`src/sse_pkg.sv`:
```
package sse_pkg;
    // register byte offsets on the AXI4-Lite bus
    localparam logic [7:0] REG_INSTR_OFS = 8'h00;
    localparam logic [7:0] REG_WORK_OFS = 8'h04;
    localparam logic [7:0] REG_STATUS_OFS = 8'h08;
    localparam logic [7:0] REG_FADDR_OFS = 8'h0c;
    localparam logic [7:0] REG_FDATA_OFS = 8'h10;
    // instruction register field positions
    localparam int INS_LIT_LSB = 0;
    localparam int INS_FADDR_LSB = 8;
    localparam int INS_DEST_BIT = 15;
    localparam int INS_OP_LSB = 16;
    // status register field positions
    localparam int ST_CARRY_BIT = 0;
    localparam int ST_DC_BIT = 1;
    localparam int ST_ZERO_BIT = 2;
    localparam int ST_BUSY_BIT = 3;
    // reset values
    localparam logic [7:0] WORK_RST = 8'h00;
    localparam logic [6:0] FADDR_RST = 7'h00;
    // axi responses
    localparam logic [1:0] RESP_OKAY = 2'h0;
    localparam logic [1:0] RESP_SLVERR = 2'h2;
    // file register array
    localparam int FILE_AW = 7;
    localparam int FILE_DEPTH = 128;

    typedef enum logic [1:0] {
        OP_SUBTRACT_W_FROM_LITERAL,
        OP_SUBTRACT_W_FROM_FILE,
        OP_NIBBLE_EXCHANGE_FILE,
        OP_RESERVED
    } sse_op_e;

    typedef struct packed {
        sse_op_e op;
        logic dest;
        logic [6:0] faddr;
        logic [7:0] literal;
    } sse_instr_s;

    typedef struct packed {
        logic zero;
        logic digit_carry_flag;
        logic carry;
    } sse_flags_s;
endpackage : sse_pkg

```
`src/sse_core.sv`:
```
// The placing of the registers and register access over AXI4-Lite are this design's own decisions.
`timescale 1ns/1ps
// Behaviour
// - nibble exchange swaps file register halves
// - dest 0 writes working register only
// - dest 1 writes file register back
// - minuend greater: carry set, zero clear
// - operands equal: carry set, zero set
// - subtrahend greater: carry, zero clear, wrap
// - literal minus working, into working register
// - literal subtract updates all three flags
module sse_core (
    input wire logic ref_clk_i,
    input wire logic sys_rst_i,
    input wire logic [7:0] s_axi_awaddr,
    input wire logic s_axi_awvalid,
    output logic s_axi_awready,
    input wire logic [31:0] s_axi_wdata,
    input wire logic [3:0] s_axi_wstrb,
    input wire logic s_axi_wvalid,
    output logic s_axi_wready,
    output logic [1:0] s_axi_bresp,
    output logic s_axi_bvalid,
    input wire logic s_axi_bready,
    input wire logic [7:0] s_axi_araddr,
    input wire logic s_axi_arvalid,
    output logic s_axi_arready,
    output logic [31:0] s_axi_rdata,
    output logic [1:0] s_axi_rresp,
    output logic s_axi_rvalid,
    input wire logic s_axi_rready
);
    typedef enum logic [1:0] {ST_IDLE, ST_FETCH, ST_EXEC} sse_state_e;

    // 8-bit difference plus flags; carry means no borrow
    // flag bits sit in the order of the flags struct: zero, digit, carry
    function automatic logic [10:0] sse_sub(input logic [7:0] a,
                                            input logic [7:0] b);
        logic [7:0] d;
        d = a - b;
        sse_sub = {(d == 8'h00), (a[3:0] >= b[3:0]), (a >= b), d};
    endfunction : sse_sub

    sse_state_e state_r;
    sse_pkg::sse_instr_s ins_r;
    sse_pkg::sse_flags_s flags_r;
    logic [7:0] work_r;
    logic [6:0] faddr_r;
    logic [7:0] aw_addr_r;
    logic aw_have_r;
    logic [31:0] w_data_r;
    logic w_have_r;
    logic [31:0] rdata_r;
    logic [1:0] rresp_r;
    logic [1:0] bresp_r;
    logic bvalid_r;
    logic rvalid_r;

    // write decode
    wire busy = (state_r != ST_IDLE);
    // writes wait while an instruction runs, so flags see one writer
    wire wr_go = aw_have_r && w_have_r && !bvalid_r && !busy;
    wire wr_all = (w_data_r[3:0] == 4'hf);
    wire wr_ins = wr_go && (aw_addr_r == sse_pkg::REG_INSTR_OFS);
    wire wr_work = wr_go && (aw_addr_r == sse_pkg::REG_WORK_OFS);
    wire wr_stat = wr_go && (aw_addr_r == sse_pkg::REG_STATUS_OFS);
    wire wr_fadr = wr_go && (aw_addr_r == sse_pkg::REG_FADDR_OFS);
    wire wr_fdat = wr_go && (aw_addr_r == sse_pkg::REG_FDATA_OFS);
    wire wr_hit = wr_ins || wr_work || wr_stat || wr_fadr || wr_fdat;
    wire rd_go = s_axi_arvalid && !rvalid_r;

    // datapath
    wire [7:0] file_q;
    wire is_lit = (ins_r.op == sse_pkg::OP_SUBTRACT_W_FROM_LITERAL);
    wire is_subf = (ins_r.op == sse_pkg::OP_SUBTRACT_W_FROM_FILE);
    wire is_swap = (ins_r.op == sse_pkg::OP_NIBBLE_EXCHANGE_FILE);
    wire is_sub = is_lit || is_subf;
    wire exec = (state_r == ST_EXEC) && (is_sub || is_swap);
    wire [7:0] minuend = is_lit ? ins_r.literal : file_q;
    wire [10:0] sub_res = sse_sub(minuend, work_r);
    wire [7:0] swap_res = {file_q[3:0], file_q[7:4]};
    wire [7:0] result = is_swap ? swap_res : sub_res[7:0];
    // literal form always lands in the working register
    wire to_file = exec && !is_lit && ins_r.dest;
    wire to_work = exec && (is_lit || !ins_r.dest);
    wire mem_we = to_file || wr_fdat;
    wire [6:0] mem_wa = to_file ? ins_r.faddr : faddr_r;
    wire [7:0] mem_wd = to_file ? result : w_data_r[7:0];
    wire [6:0] mem_ra = busy ? ins_r.faddr : faddr_r;

    sse_file_ram sse_file_ram_inst (
        .ref_clk_i(ref_clk_i),
        .we_i(mem_we),
        .waddr_i(mem_wa),
        .wdata_i(mem_wd),
        .raddr_i(mem_ra),
        .rdata_o(file_q)
    );

    // read mux
    logic [31:0] rd_mux;
    logic rd_hit;
    always_comb
    begin
        rd_hit = 1'b1;
        rd_mux = 32'h0000_0000;
        unique case (s_axi_araddr)
            sse_pkg::REG_INSTR_OFS: rd_mux = 32'(ins_r);
            sse_pkg::REG_WORK_OFS: rd_mux = {24'h00_0000, work_r};
            sse_pkg::REG_STATUS_OFS: rd_mux = {28'h000_0000, busy, flags_r};
            sse_pkg::REG_FADDR_OFS: rd_mux = {25'h000_0000, faddr_r};
            sse_pkg::REG_FDATA_OFS: rd_mux = {24'h00_0000, file_q};
            default: rd_hit = 1'b0;
        endcase
    end

    // axi handshake
    always_ff @(posedge ref_clk_i)
    begin
        if (sys_rst_i)
        begin
            aw_have_r <= 1'b0;
            w_have_r <= 1'b0;
            bvalid_r <= 1'b0;
            rvalid_r <= 1'b0;
            aw_addr_r <= 8'h00;
            w_data_r <= 32'h0000_0000;
            bresp_r <= sse_pkg::RESP_OKAY;
            rresp_r <= sse_pkg::RESP_OKAY;
            rdata_r <= 32'h0000_0000;
        end
        else
        begin
            if (s_axi_awvalid && !aw_have_r)
            begin
                aw_have_r <= 1'b1;
                aw_addr_r <= {s_axi_awaddr[7:2], 2'b00};
            end
            if (s_axi_wvalid && !w_have_r)
            begin
                w_have_r <= 1'b1;
                w_data_r <= {28'h000_0000, s_axi_wstrb} == 32'h0 ?
                    32'h0000_0000 : s_axi_wdata;
            end
            if (wr_go)
            begin
                aw_have_r <= 1'b0;
                w_have_r <= 1'b0;
                bvalid_r <= 1'b1;
                bresp_r <= wr_hit ? sse_pkg::RESP_OKAY : sse_pkg::RESP_SLVERR;
            end
            else if (s_axi_bready)
            begin
                bvalid_r <= 1'b0;
            end
            if (rd_go)
            begin
                rvalid_r <= 1'b1;
                rdata_r <= rd_mux;
                rresp_r <= rd_hit ? sse_pkg::RESP_OKAY : sse_pkg::RESP_SLVERR;
            end
            else if (s_axi_rready)
            begin
                rvalid_r <= 1'b0;
            end
        end
    end

    assign s_axi_awready = !aw_have_r;
    assign s_axi_wready = !w_have_r;
    assign s_axi_bvalid = bvalid_r;
    assign s_axi_bresp = bresp_r;
    assign s_axi_arready = !rvalid_r;
    assign s_axi_rvalid = rvalid_r;
    assign s_axi_rdata = rdata_r;
    assign s_axi_rresp = rresp_r;

    // sequencer: fetch reads the file register, exec writes back
    always_ff @(posedge ref_clk_i)
    begin
        if (sys_rst_i)
        begin
            state_r <= ST_IDLE;
            ins_r <= '0;
        end
        else
        begin
            unique case (state_r)
                ST_IDLE:
                begin
                    if (wr_ins)
                    begin
                        ins_r <= sse_pkg::sse_instr_s'(w_data_r[17:0]);
                        state_r <= ST_FETCH;
                    end
                end
                ST_FETCH: state_r <= ST_EXEC;
                ST_EXEC: state_r <= ST_IDLE;
            endcase
        end
    end

    always_ff @(posedge ref_clk_i)
    begin
        if (sys_rst_i)
        begin
            work_r <= sse_pkg::WORK_RST;
            faddr_r <= sse_pkg::FADDR_RST;
            flags_r <= '0;
        end
        else
        begin
            if (to_work)
            begin
                work_r <= result;
            end
            else if (wr_work)
            begin
                work_r <= w_data_r[7:0];
            end
            if (exec && is_sub)
            begin
                flags_r <= sub_res[10:8];
            end
            else if (wr_stat && wr_all)
            begin
                flags_r <= w_data_r[2:0];
            end
            if (wr_fadr)
            begin
                faddr_r <= w_data_r[6:0];
            end
        end
    end

    // checks
    wire ex_gt = exec && is_sub && (minuend > work_r);
    wire ex_eq = exec && is_sub && (minuend == work_r);
    wire ex_lt = exec && is_sub && (minuend < work_r);
    wire [7:0] wrap_diff = minuend - work_r;
    wire lo_ge = minuend[3:0] >= work_r[3:0];
    wire [3:0] fq_lo = file_q[3:0];
    wire [3:0] fq_hi = file_q[7:4];
endmodule : sse_core

```
`src/sse_file_ram.sv`:
```
`timescale 1ns/1ps
// file register array: one write port, read data come out of a register
module sse_file_ram (
    input wire logic ref_clk_i,
    input wire logic we_i,
    input wire logic [6:0] waddr_i,
    input wire logic [7:0] wdata_i,
    input wire logic [6:0] raddr_i,
    output logic [7:0] rdata_o
);
    logic [7:0] mem_r [sse_pkg::FILE_DEPTH];

    always_ff @(posedge ref_clk_i)
    begin
        if (we_i)
        begin
            mem_r[waddr_i] <= wdata_i;
        end
        rdata_o <= mem_r[raddr_i];
    end
endmodule : sse_file_ram

```
`config.mk`:
```
export PLATFORM = sky130hd
export DESIGN_NAME = sse_core
export DESIGN_NICKNAME = d
export VERILOG_FILES = /design/src/sse_pkg.sv /design/src/sse_core.sv /design/src/sse_file_ram.sv
export SDC_FILE = /design/constraint.sdc
export NUM_CORES = 2
export LEC_CHECK = 0
export ABC_CLOCK_PERIOD_IN_PS = 16800
export BUFFER_PORTS_ARGS = -buffer_cell sky130_fd_sc_hd__buf_2
export CORE_ASPECT_RATIO = 1.25
export CORE_MARGIN = 4
export CORE_UTILIZATION = 49
export DETAILED_ROUTE_END_ITERATION = 10
export PLACE_DENSITY_LB_ADDON = 0.15
export SLEW_MARGIN = 10
export SYNTH_ARGS = -nofsm -noshare
export SYNTH_HDL_FRONTEND = slang
export SYNTH_SLANG_ARGS = --single-unit
```
`constraint.sdc`:
```
create_clock -name ref_clk_i -period 16.8 [get_ports ref_clk_i]
set_input_delay 1.68 -clock ref_clk_i [delete_from_list [all_inputs] [get_ports ref_clk_i]]
set_output_delay 1.68 -clock ref_clk_i [all_outputs]
set_load 0.01 [all_outputs]
```
==> flow_summary.yaml <==
clock_tree:
  cts_resized: 0
  insertion_delay_ns: 0.69
  cts_tree: "done"
  root_buffer: "clkbuf_16"
  clock_sinks: 1118
  cts_buffers: 107
  cts.clk_slew.worst_paths_ns: 0.06
  h-tree-depth: 3
  ctsHoldBuffers: 0
  clock_path_buffers: 3
  post_cts.repair.setup_buffers: 0
layout:
  post-route-cell-area_um2: 50040
  most-common-layout-cells: "1024 x edfxtp_1, 508 x nand2_1, 235 x mux2i_1"
  final_common_cell: "edfxtp_1"
  fin_nets: 3209
  area_delta_synth_final_pct: 10.85
  n_fill_cell: 7314
  drive_gt1_share_pct: 12.60
  fin_util_pct: 54.75
worst_setup_path:
  rr_worst_depth: 11
  cp_data_arrival_time_ns: 5.70
  cp.required_ns: 17.14
  crit_path_end_kind: "flip-flop"
  path_max_fanout: 88
  critical_path_class: "reg2reg"
  r2r-end: "sse_file_ram_inst.mem_r[30][7]$_DFFE_PP_"
  worstReg2RegStart: "ins_r[17]$_SDFFE_PP0P_"
  r2r_slack_ns: 11.44
  startpoint_type: "flip-flop"
yosys:
  ys_ff_latch: 1118
  async_flop_share_pct: 0
  netlist_area_um2: 45140
  synth_edf_count: 1024
  seq_area_frac_synth_pct: 72.29
  syn_inst: 3107
  synth_cell_types: 72
  synth-main-ff-cell: "edfxtp_1"
  yosysWarnings: 0
  yosys.area.top_type_share_pct: 68.12
  synth_area_leaders: "edfxtp_1 68%, mux2i_1 5.3%, nand2_1 4.2%, dfxtp_1 4.2%, mux4_2 3.3%"
  avgSynthCellArea_um2: 14.53
  yosys.area.top_type: "edfxtp_1"
worst_hold_path:
  worstHoldStart: "s_axi_rdata[14]$_SDFFE_PP0P_"
  hold_path.class: "reg2reg"
  hold_end: "s_axi_rdata[14]$_SDFFE_PP0P_"
  holdPathStages: 2
grt:
  grt_use_total_pct: 23.61
  grt_pass1_vias: 26483
  overflow: 0
  grt_max_degree: 156
  antenna_found_initial: 0
  grt_pass1_wl_um: 171700
flow_run:
  drv_cap: 0
timing:
  setup-tns-final_ns: 0
  finalHoldViolCount: 0
  tightest_slew_ns: 1.242
  period_needed_ns: 5.357
  period_share_pct: 31.89
  setup_violations: 0
  fin_worst_skew_ns: 0.02101
  max_freq_mhz: 186.7
  rsz0062_at_grt: "false"
  timing.slew.headroom_pct: 16.88
  final-max-slew-violation-count: 0
power:
  ir_drop_uv: 80.48
  power_leakage_nw: 17.76
  power.density_nw_per_um2: 116.4
  power.total_mw: 5.824
placement:
  portBuffers: 67
  post_dp_cell_area_um2: 46500
  dp_hpwl_um: 68910
  gp_congestion: 0.9000
route:
  drc: 0
  post_drt_wl_per_cell_um: 26.17
  drt-pass1-iter-count: 6
  postRouteAntennaNets: 0
  via_per_inst: 5.993
  drtIter0Drc: 2690
  vias: 26530
  detail_route.wirelength_um: 115900
die:
  die_h_um: 347.3
  num_io_pins: 100
  coreArea_um2: 91380
  dieArea_um2: 97070
  start_util_pct: 49.39
  num_rows: 124
  die_x_um: 279.5
outcome:
  status: "finished clean"
-- registers in the layout, summed over array words and instances, names as in the netlist, 3 cells and up --
| signal | flops |
|---|---|
| ins_r | 18 |
| faddr_r | 7 |
| flags_r | 3 |
| work_r | 8 |
| sse_file_ram_inst.rdata_o | 8 |
| aw_addr_r | 6 |
| w_data_r | 18 |
| sse_file_ram_inst.mem_r | 1024 |
| s_axi_rdata | 18 |
-- worst max path at each step --
stage	from	to	cells after the start
3_5_place_dp	ins_r[17]$_SDFFE_PP0P_	sse_file_ram_inst.mem_r[25][7]$_DFFE_PP_	11
5_1_grt	ins_r[17]$_SDFFE_PP0P_	sse_file_ram_inst.mem_r[45][7]$_DFFE_PP_	11
2_1_floorplan	ins_r[17]$_SDFFE_PP0P_	sse_file_ram_inst.mem_r[0][6]$_DFFE_PP_	11
6_report	ins_r[17]$_SDFFE_PP0P_	sse_file_ram_inst.mem_r[30][7]$_DFFE_PP_	11
3_3_place_gp	ins_r[17]$_SDFFE_PP0P_	sse_file_ram_inst.mem_r[24][7]$_DFFE_PP_	11
4_1_cts	ins_r[17]$_SDFFE_PP0P_	sse_file_ram_inst.mem_r[28][7]$_DFFE_PP_	11
-- worst max-delay path, stage by stage (launching register included) --
cell and delay [ns]:
dfxtp_1 0.38, nor2_1 0.71, mux2_2 0.44, ha_1 0.31, nor2b_1 0.15, o211ai_1 0.18
a21oi_1 0.14, o41ai_1 0.37, xnor2_1 0.22, mux2i_1 0.19, a21oi_4 0.97, buf_4 0.89
-- logic make-up after synthesis --
logic type / count (synthesis) / synth area share [%]
compound gates: 480 / 6.453
xor+xnor: 3 / 0.05822
fa+ha+maj: 12 / 0.3493
buf+inv: 231 / 2.697
flops: 1118 / 72.29
mux: 328 / 9.222
other cells: 1 / 0.008308
simple gates: 934 / 8.920
-- layer usage --
layer / track usage [%] / vias to the layer above / part of all wire (%)
li1: - / 11796 / -
met1: 31.20 / 13529 / 40
met2: 40.16 / 1017 / 50
met3: 4.206 / 188 / 6.8
met4: 7.402 / 0 / 2.9
met5: 0 / - / 0
-- final cells by class --
class                      instances  area, um^2  share of cell area (%)
inverter                          23       86.33                  0.1725
multi-input combinational       1773       11540                   23.06
clock inverter                    65       681.9                   1.363
tap                             1197        1498                   2.993
timing repair buffer             115       745.7                   1.490
sequential                      1118       32630                   65.22
antenna                            1       2.502                0.005001
clock buffer                     135        2853                   5.701
-- cells in the mapped netlist, types with 10 or more instances --
master    instances
mux4_2           67
nand3_1          35
nor4_1           80
buf_1            12
buf_2            61
nor3_1           14
mux2_2           20
mux2i_1         239
or2_2            16
buf_4            50
o22ai_1          70
clkbuf_1         74
a211oi_1         23
dfxtp_1          94
nor2b_1          18
a221oi_1         10
o21a_1           10
o21ai_0          32
a22oi_1          22
ha_1             11
inv_1            23
nor2_1          209
edfxtp_1       1024
a31oi_1          30
a21oi_1         232
buf_6            10
nand2_1         508
nand2b_1         12
-- power breakdown --
group | switching, mW | leakage, nW | internal (mW)
Clock | 1.03 | 1.72 | 1.39
Combinational | 0.239 | 5.87 | 0.0934
Sequential | 0.0123 | 10.2 | 3.05
-- per-stage QoR --
stage	setup WS, ns	hold slack (ns)	std cells
floorplan	9.858	0.4323	3122
global placement	11.68	0.4417	4226
detailed placement	11.57	0.4483	4226
CTS	11.54	0.4558	4426
global route	11.15	0.4665	4426
finish	11.44	0.4490	4427
Note: power is estimated with default switching activity, not from simulation.
